### config.mk
export PLATFORM = sky130hd
export DESIGN_NAME = awc_window_comparator
export DESIGN_NICKNAME = d
export VERILOG_FILES = /design/src/logic/awc_pkg.sv /design/src/logic/awc_window_comparator.sv
export SDC_FILE = /design/constraint.sdc
export NUM_CORES = 1
export LEC_CHECK = 0
export ABC_AREA = 1
export BUFFER_PORTS_ARGS = -buffer_cell sky130_fd_sc_hd__buf_2
export CAP_MARGIN = 40
export CORE_MARGIN = 10
export CORE_UTILIZATION = 54
export CTS_BUF_LIST = sky130_fd_sc_hd__clkbuf_16
export DETAILED_ROUTE_END_ITERATION = 8
export GPL_ROUTABILITY_DRIVEN = 0
export GPL_TIMING_DRIVEN = 1
export PLACE_DENSITY = 0.77
export SLEW_MARGIN = 20
export SYNTH_ARGS = -nofsm -noshare
export SYNTH_HDL_FRONTEND = slang
export SYNTH_SLANG_ARGS = --single-unit
### constraint.sdc
create_clock -name SYS_CLK_IN -period 2 [get_ports SYS_CLK_IN]
set_input_delay 0.2 -clock SYS_CLK_IN [delete_from_list [all_inputs] [get_ports SYS_CLK_IN]]
set_output_delay 0.2 -clock SYS_CLK_IN [all_outputs]
set_load 0.01 [all_outputs]
### src/logic/awc_pkg.sv
/*
 * constants and types for the converter window comparator: register
 * offsets on the special-function-register port, control bit positions,
 * reset values and the packed carrier for the two limit words.
 * assumes a byte-wide register port and a 10-bit converter result.
 */
package awc_pkg;

    // converter and word widths
    localparam int unsigned CONV_W     = 10;
    localparam int unsigned WORD_W     = 16;
    localparam int unsigned BYTE_W     = 8;
    localparam int unsigned PAD_W      = WORD_W - CONV_W;

    // register offsets on the register port
    localparam logic [7:0] OFS_RESULT_LOW  = 8'hbe;
    localparam logic [7:0] OFS_RESULT_HIGH = 8'hbf;
    localparam logic [7:0] OFS_UPPER_LOW   = 8'hc4;
    localparam logic [7:0] OFS_UPPER_HIGH  = 8'hc5;
    localparam logic [7:0] OFS_LOWER_LOW   = 8'hc6;
    localparam logic [7:0] OFS_LOWER_HIGH  = 8'hc7;
    localparam logic [7:0] OFS_CONTROL     = 8'he8;

    // control register bit positions
    localparam int unsigned BIT_LEFT_JUSTIFY = 0;
    localparam int unsigned BIT_MATCH_FLAG   = 1;

    // reset values
    localparam logic [7:0]  RST_BYTE    = 8'h00;
    localparam logic [15:0] RST_WORD    = 16'h0000;
    localparam logic [7:0]  READ_UNMAPPED = 8'h00;

    // the two comparison limits as one carrier
    typedef struct packed {
        logic [15:0] upper;   // greater-than limit
        logic [15:0] lower;   // less-than limit
    } awc_limits_t;

    localparam awc_limits_t RST_LIMITS = '{upper: 16'h0000,
                                           lower: 16'h0000};

endpackage

### src/logic/awc_window_comparator.sv
/*
 * window comparator beside the 10-bit converter result register. holds
 * the formatted result, the two limit words and the control register,
 * and sets a sticky match flag when a new result falls inside or outside
 * the window. assumes the converter logic runs on the same clock and
 * gives a one-cycle done pulse with the raw code and its input mode.
 */
// Notes on behaviour
// [RQ1] compare each new result, no processor help
// [RQ2] two writable limit pairs, high and low
// [RQ3] limit ordering alone picks inside or outside
// [RQ4] upper below lower: flag strictly between them
// [RQ5] upper above lower: flag strictly outside them
// [RQ6] single-ended: unsigned comparison of all words
// [RQ7] differential: signed comparison, 0xffff is minus one
// [RQ8] differential outside: below minus one, above 64
// [RQ9] flag readable for polling by software
// [RQ10] lower-limit low byte resets zero, fully writable
// [RQ11] flag sticky until cleared, control bit 1
// [RQ12] right justify sign-extends bit 9 when differential; left fills
// [RQ13] compare justified word once per conversion
`timescale 1ns/1ps

module awc_window_comparator (
    input  wire logic        SYS_CLK_IN,
    input  wire logic        RST_B_IN,
    input  wire logic [7:0]  SFR_ADDR_IN,
    input  wire logic [7:0]  SFR_WDATA_IN,
    input  wire logic        SFR_WR_IN,
    input  wire logic        SFR_RD_IN,
    input  wire logic        CONV_DONE_IN,
    input  wire logic [9:0]  CONV_DATA_IN,
    input  wire logic        DIFF_MODE_IN,
    output logic      [7:0]  SFR_RDATA_OUT,
    output logic             MATCH_FLAG_OUT,
    output logic             LEFT_JUSTIFY_OUT
);

    // register state
    awc_pkg::awc_limits_t limits;
    logic [15:0]          result_word;
    logic [7:0]           control_other;
    logic                 window_match_flag;
    logic                 left_justify_select;

    // comparison path
    logic [15:0]          formatted;
    logic                 above_upper;
    logic                 below_lower;
    logic                 inside_mode;
    logic                 match_now;
    logic                 flag_write;

    // address hit on the register port
    function automatic logic hit(input logic [7:0] addr,
                                 input logic [7:0] ofs);
        hit = (addr == ofs);
    endfunction

    // strict less-than, signed or unsigned
    function automatic logic less(input logic [15:0] a,
                                  input logic [15:0] b,
                                  input logic        signed_cmp);
        if (signed_cmp)
        begin
            less = ($signed(a) < $signed(b));
        end
        else
        begin
            less = (a < b);
        end
    endfunction

    // justify the raw code into the 16-bit result word
    // [RQ12] sign extension or left fill
    always_comb
    begin
        if (left_justify_select)
        begin
            formatted = {CONV_DATA_IN, {awc_pkg::PAD_W{1'b0}}};
        end
        else if (DIFF_MODE_IN)
        begin
            formatted = {{awc_pkg::PAD_W{CONV_DATA_IN[9]}}, CONV_DATA_IN};
        end
        else
        begin
            formatted = {{awc_pkg::PAD_W{1'b0}}, CONV_DATA_IN};
        end
    end

    // window decision on the formatted word
    // [RQ3] ordering of limits picks the mode
    // [RQ6] unsigned when single-ended
    // [RQ7] signed when differential
    always_comb
    begin
        above_upper = less(limits.upper, formatted, DIFF_MODE_IN);
        below_lower = less(formatted, limits.lower, DIFF_MODE_IN);
        inside_mode = less(limits.upper, limits.lower, DIFF_MODE_IN);
        // [RQ4] inside window
        // [RQ5] outside window, also [RQ8] signed
        if (inside_mode)
        begin
            match_now = above_upper && below_lower;
        end
        else
        begin
            match_now = above_upper || below_lower;
        end
    end

    assign flag_write = SFR_WR_IN && hit(SFR_ADDR_IN, awc_pkg::OFS_CONTROL);

    // limit registers written by software
    // [RQ2] limit pairs
    // [RQ10] lower low byte reset and write
    always_ff @(posedge SYS_CLK_IN)
    begin
        if (!RST_B_IN)
        begin
            limits <= awc_pkg::RST_LIMITS;
        end
        else if (SFR_WR_IN)
        begin
            if (hit(SFR_ADDR_IN, awc_pkg::OFS_UPPER_LOW))
                limits.upper[7:0] <= SFR_WDATA_IN;
            if (hit(SFR_ADDR_IN, awc_pkg::OFS_UPPER_HIGH))
                limits.upper[15:8] <= SFR_WDATA_IN;
            if (hit(SFR_ADDR_IN, awc_pkg::OFS_LOWER_LOW))
                limits.lower[7:0] <= SFR_WDATA_IN;
            if (hit(SFR_ADDR_IN, awc_pkg::OFS_LOWER_HIGH))
                limits.lower[15:8] <= SFR_WDATA_IN;
        end
    end

    // control register, other bits plain storage
    always_ff @(posedge SYS_CLK_IN)
    begin
        if (!RST_B_IN)
        begin
            control_other       <= awc_pkg::RST_BYTE;
            left_justify_select <= 1'b0;
        end
        else if (flag_write)
        begin
            control_other       <= SFR_WDATA_IN;
            left_justify_select <= SFR_WDATA_IN[awc_pkg::BIT_LEFT_JUSTIFY];
        end
    end

    // result word captured on each conversion
    // [RQ13] once per completed conversion
    always_ff @(posedge SYS_CLK_IN)
    begin
        if (!RST_B_IN)
        begin
            result_word <= awc_pkg::RST_WORD;
        end
        else if (CONV_DONE_IN)
        begin
            result_word <= formatted;
        end
    end

    // sticky match flag; a new match beats a clearing write
    // [RQ1] hardware sets without software
    // [RQ11] sticky until software clears
    always_ff @(posedge SYS_CLK_IN)
    begin
        if (!RST_B_IN)
        begin
            window_match_flag <= 1'b0;
        end
        else if (CONV_DONE_IN && match_now)
        begin
            window_match_flag <= 1'b1;
        end
        else if (flag_write)
        begin
            window_match_flag <= SFR_WDATA_IN[awc_pkg::BIT_MATCH_FLAG];
        end
    end

    // registered read port, unmapped reads give zero
    // [RQ9] flag readable for polling
    always_ff @(posedge SYS_CLK_IN)
    begin
        if (!RST_B_IN)
        begin
            SFR_RDATA_OUT <= awc_pkg::RST_BYTE;
        end
        else if (SFR_RD_IN)
        begin
            SFR_RDATA_OUT <= awc_pkg::READ_UNMAPPED;
            if (hit(SFR_ADDR_IN, awc_pkg::OFS_RESULT_LOW))
                SFR_RDATA_OUT <= result_word[7:0];
            if (hit(SFR_ADDR_IN, awc_pkg::OFS_RESULT_HIGH))
                SFR_RDATA_OUT <= result_word[15:8];
            if (hit(SFR_ADDR_IN, awc_pkg::OFS_UPPER_LOW))
                SFR_RDATA_OUT <= limits.upper[7:0];
            if (hit(SFR_ADDR_IN, awc_pkg::OFS_UPPER_HIGH))
                SFR_RDATA_OUT <= limits.upper[15:8];
            if (hit(SFR_ADDR_IN, awc_pkg::OFS_LOWER_LOW))
                SFR_RDATA_OUT <= limits.lower[7:0];
            if (hit(SFR_ADDR_IN, awc_pkg::OFS_LOWER_HIGH))
                SFR_RDATA_OUT <= limits.lower[15:8];
            if (hit(SFR_ADDR_IN, awc_pkg::OFS_CONTROL))
                SFR_RDATA_OUT <= {control_other[7:2], window_match_flag,
                                  left_justify_select};
        end
        else
        begin
            SFR_RDATA_OUT <= awc_pkg::RST_BYTE;
        end
    end

    // status outputs registered, one cycle behind their flops
    always_ff @(posedge SYS_CLK_IN)
    begin
        if (!RST_B_IN)
        begin
            MATCH_FLAG_OUT   <= 1'b0;
            LEFT_JUSTIFY_OUT <= 1'b0;
        end
        else
        begin
            MATCH_FLAG_OUT   <= next_flag_out();
            LEFT_JUSTIFY_OUT <= left_justify_select;
        end
    end

    // flag output mirrors the flag one cycle later
    function automatic logic next_flag_out();
        next_flag_out = window_match_flag;
    endfunction

    // independent reference for single-ended right-justified words
    logic [15:0] ref_word;
    assign ref_word = {6'h00, CONV_DATA_IN};
endmodule // awc_window_comparator

Word-level counts from Yosys, hierarchy flattened. Index checks and enable logic that the tools add are counted.

Bits in registers: 68. Bits of input ports: 32. Output and inout port bits: 10. Word-level logic and storage cells: 49.

Order comparisons: 6. Equality and inequality tests: 7. Multiplexer cells: 15. Reductions and logical operators: 10.

Operator list (count): $lt 16x16->1 (6); $eq 8x8->1 const B (7); $mux 8 (7); $mux 16 (2); $reduce_and 2->1 (5); $mux 1 (6); $logic_and 1x1->1 (3); $reduce_bool 2->1 (1); $logic_or 1x1->1 (1).

Logic depth before layout (Yosys ltp).
Word-level depth: 8. Gate-level depth with buffers: 20.

Worst setup path before layout. OpenSTA, ideal clock, no wires.

Path kind: register -> register. Start: register control_other[0] (netlist name). End: register window_match_flag. Arrival time: 1954 ps. Required time: 1868 ps. Path slack: -87 ps. Cell stages (with the launch flop): 19. Cells stage by stage: dfxtp_1 -> buf_6 -> inv_4 -> clkbuf_1 -> nand2_1 -> nand2_1 -> inv_1 -> ha_1 -> a21oi_1 -> o21a_1 -> nand2_1 -> nand2_1 -> nand2_1 -> nand2_1 -> nand2_1 -> nor2_1 -> nand2_1 -> nand3_1 -> a21oi_1.

RTL lines: to (signal assigned) (line awc_window_comparator.sv:181) `window_match_flag <= SFR_WDATA_IN[awc_pkg::BIT_MATCH_FLAG];`; to (decl) (line awc_window_comparator.sv:43) `logic window_match_flag;`.

==> out/qor.tcl <==
set qor(share_of_the_yosys_chip_area_belonging_to_registers_pct) 32.91
set qor(cts_buffer_depth) 2
set qor(core_um2) 7253
set qor(netSwitchingPower_uw) 856.2
set qor(post_synth_instance_area_um2) 4015
set qor(worst-setup-path-type) {flop to flop}
set qor(fin_tns_setup_ps) -106.7
set qor(die_h_um) 106.2
set qor(drt_iter0_markers) 405
set qor(ys_warn_count) 0
set qor(final_cell_count_no_fill) 716
set qor(postSynthCellCount) 552
set qor(power.ir.vdd_worst_uv) 576.2
set qor(internal_power_uw) 2574
set qor(critical_path_required_ps) 2210
set qor(path_common_cell) {sky130_fd_sc_hd__nand2_1}
set qor(hold_path_startpoint) {SFR_RD_IN}
set qor(maxSlewViolCount) 0
set qor(drive_gt1_share_pct) 20.91
set qor(grt_pass1_vias) 3907
set qor(worst_path_cell_trace) {inv_4 > o21ai_0 > buf_4 > o21ai_2 > inv_1 > ha_1 > a21oi_1 > o21ai_0 > nor2_1 > nand2_1 > nand2_1 > nand2_1 > nor2_1 > nand2_1 > nand3_1 > a21oi_1}
set qor(die_area_um2) 11280
set qor(max_cap_violations) 0
set qor(areaGrowthSynthToFinish_pct) 22.31
set qor(crit_start) {control_other[0]}
set qor(reg2regPathDepth) 16
set qor(report.final.hold_viol_count) 0
set qor(worst_slew_margin_rel_pct) 66.13
set qor(netlist-cell-type-count) 34
set qor(place.detailed.hpwl_mm) 9.383
set qor(post-route-util_pct) 67.71
set qor(h-tree-depth) 3
set qor(violations) {setup timing}
set qor(critical_path_peak_fanout) 7
set qor(gr-total-overflow) 0
set qor(io_buffer_count) 41
set qor(comb_power_share_pct) 10.1
set qor(rsz0062_at_grt) {yes}
set qor(reg2reg_from) {control_other[0]}
set qor(dr.pass1.iters) 5
set qor(clkTransAtPathRegs_ps) 60
set qor(num_rows) 31
set qor(clkLatencyLatePin_ps) 330
set qor(antenna_cells_inserted) 0
set qor(startpoint_type) {flop}
set qor(global_route_wire_length_before_repair_mm) 19.56
set qor(worstPathArrival_ps) 2320
set qor(pwr_density_nw_per_um2) 698.6
set qor(clk_root_buffer_cell) {sky130_fd_sc_hd__clkbuf_16}
set qor(tritoncts) {built}
set qor(final_net_count) 689
set qor(number_of_instances_on_the_worst_hold_path) 3
set qor(io_pins) 42
set qor(post-route-period-util_pct) 105.3
set qor(register_bit_total_from_synthesis) 66
set qor(wirelength_mm) 12.48
set qor(final_critical_path_setup_slack_ps) -106.7
set qor(grt_start_max_net_pins) 31
set qor(worst_clock_skew_ps) 4.931
set qor(floorplan.die.width_um) 106.2
set qor(min-delay-path-class) {input pin to flop}
set qor(p_sw_share_pct) 24.96
set qor(run_status) {complete, but fails checks}
set qor(post-layout-total-power_uw) 3431
set qor(syn_avg_cell_area_um2) 7.274
set qor(synth.net_count) 629
set qor(timing.critical_path.to_type) {flop}
set qor(num_vias) 4118
set qor(tightest_slew_ps) 506.9
set qor(final-setup-viol-count) 1
set qor(pwr-share-seq_pct) 39.6
set qor(start_util_pct) 55.36
set qor(crit_slowest_cell) {sky130_fd_sc_hd__dfxtp_2}
set qor(ant_nets) 0
set qor(average_routed_wire_per_standard_cell_um) 17.43
set qor(preCtsSetupSlack_ps) -205.1
set qor(rrSetupSlack_ps) -110
set qor(power_leakage_uw) 0.002267
set qor(viasPerCell) 5.751
set qor(cts_num_sinks) 66
set qor(cts_buffers) 9
set qor(grt_antenna_before_repair) 0
set qor(remaining_drc_errors) 0
set qor(grtUsageTotal_pct) 21.57
set qor(max_freq_mhz) 474.7
set qor(period_minus_slack_ps) 2107
set qor(max_stage_delay_ps) 340
set qor(place.detailed.instances) 696
set qor(pwr-share-clk_pct) 50.4
[path summary, 6_finish.rpt]
check | end
worst max-delay path | window_match_flag
worst min register to register | control_other[7]
worst min-delay path | SFR_RDATA_OUT[5]
worst max register to register | window_match_flag
[cell usage in the layout (no fill, tap or decap), types with 6 or more instances in the layout]
cell type                   instances
sky130_fd_sc_hd__nand2_1          101
sky130_fd_sc_hd__buf_2             41
sky130_fd_sc_hd__o21ai_1            6
sky130_fd_sc_hd__inv_1             76
sky130_fd_sc_hd__a21oi_1           57
sky130_fd_sc_hd__nor2_1            37
sky130_fd_sc_hd__a21oi_2            9
sky130_fd_sc_hd__inv_2              8
sky130_fd_sc_hd__clkbuf_16          9
sky130_fd_sc_hd__o21ai_0           42
sky130_fd_sc_hd__ha_1              40
sky130_fd_sc_hd__o211ai_1           6
sky130_fd_sc_hd__nand3_1           14
sky130_fd_sc_hd__o221ai_1           7
sky130_fd_sc_hd__a211oi_1          17
sky130_fd_sc_hd__buf_4             23
sky130_fd_sc_hd__nand4_1           11
sky130_fd_sc_hd__dfxtp_1           65
[power groups by stage]
| stage | Clock (µW) | Combinational (µW) | Sequential, µW |
|---|---|---|---|
| floorplan | 0 | 178 | 1380 |
| CTS | 1740 | 323 | 1360 |
| global route | 1800 | 377 | 1360 |
| finish | 1730 | 346 | 1360 |
| global placement | 0 | 299 | 1380 |
| detailed placement | 0 | 309 | 1390 |
[synth_stat cells (all sizes together)]
library cell  instances  share of area [%]
nor2                 42                4.2
nand3                15                2.0
buf                   7                1.1
nor3                  5                1.9
nor3b                 1               0.31
nand4                12                2.0
dfxtp                66                 33
ha                   45                 14
a31oi                 2               0.31
o211ai                6                1.1
o21ai                53                6.6
a21oi                66                8.2
a211oi               17                3.2
nand3b                3               0.56
o221ai                7                1.5
inv                  85                8.0
o21a                  2               0.37
a221oi                1               0.22
o21bai                1               0.19
nand2               105                 10
clkbuf               10               0.93
or2                   1               0.22
[through the flow]
stage                     area (µm²)  hold WS [ps]
after floorplan                 4023         347.1
after CTS                       4838         154.4
final                           4911         161.1
after detailed placement        4424         434.1
after global placement          4424         428.1
after global routing            4911         183.5
[routing by layer]
layer / routed length, µm / GRT usage (%) / share of wire, % / vias up
li1: - / - / - / 1987
met1: 5070 / 26.95 / 41 / 1881
met2: 5631 / 33.39 / 45 / 217
met3: 1351 / 6.401 / 11 / 33
met4: 428 / 10.15 / 3.4 / 0
met5: 0 / 0 / 0 / -
[area by class of cell]
class,instances,area [µm²]
Clock buffer,9,225.2
Clock inverter,7,101.3
Fill cell,592,2342
Inverter,85,321.6
Multi-Input combinational cell,384,2416
Sequential cell,66,1323
Tap cell,99,123.9
Timing Repair Buffer,66,400.4
[sequential cells by signal, summed over array words and instances (netlist names)]
| signal | cells |
|---|---|
| control_other | 7 |
| LEFT_JUSTIFY_OUT | 1 |
| result_word | 16 |
| MATCH_FLAG_OUT | 1 |
| SFR_RDATA_OUT | 8 |
| window_match_flag | 1 |
| limits | 32 |
[cell families after synthesis]
kind of cell,Yosys count,synth area share [%]
and+or+nand+nor,184,21.28
AOI/OAI and AO/OA,155,21.75
buffers and inverters,102,10.03
DFF,66,32.91
adders and majority gates,45,14.02
[repair_timing]
item / CTS / global route
cloned: 0 / 0
endpoints found under the setup margin: 1 / 1
buffers inserted: 1 / 3
pin swaps: 4 / 13
resized for setup: 20 / 12
hold buffers: 0 / 0
[worst max-delay path, delay by kind of cell, from the launching register on]
family / cells / cell delay (ps)
flops: 1 / 340
compound gates: 5 / 470
simple gates: 7 / 560
buf+inv: 3 / 320
fa+ha+maj: 1 / 290
Note: power is estimated with default switching activity, not from simulation.
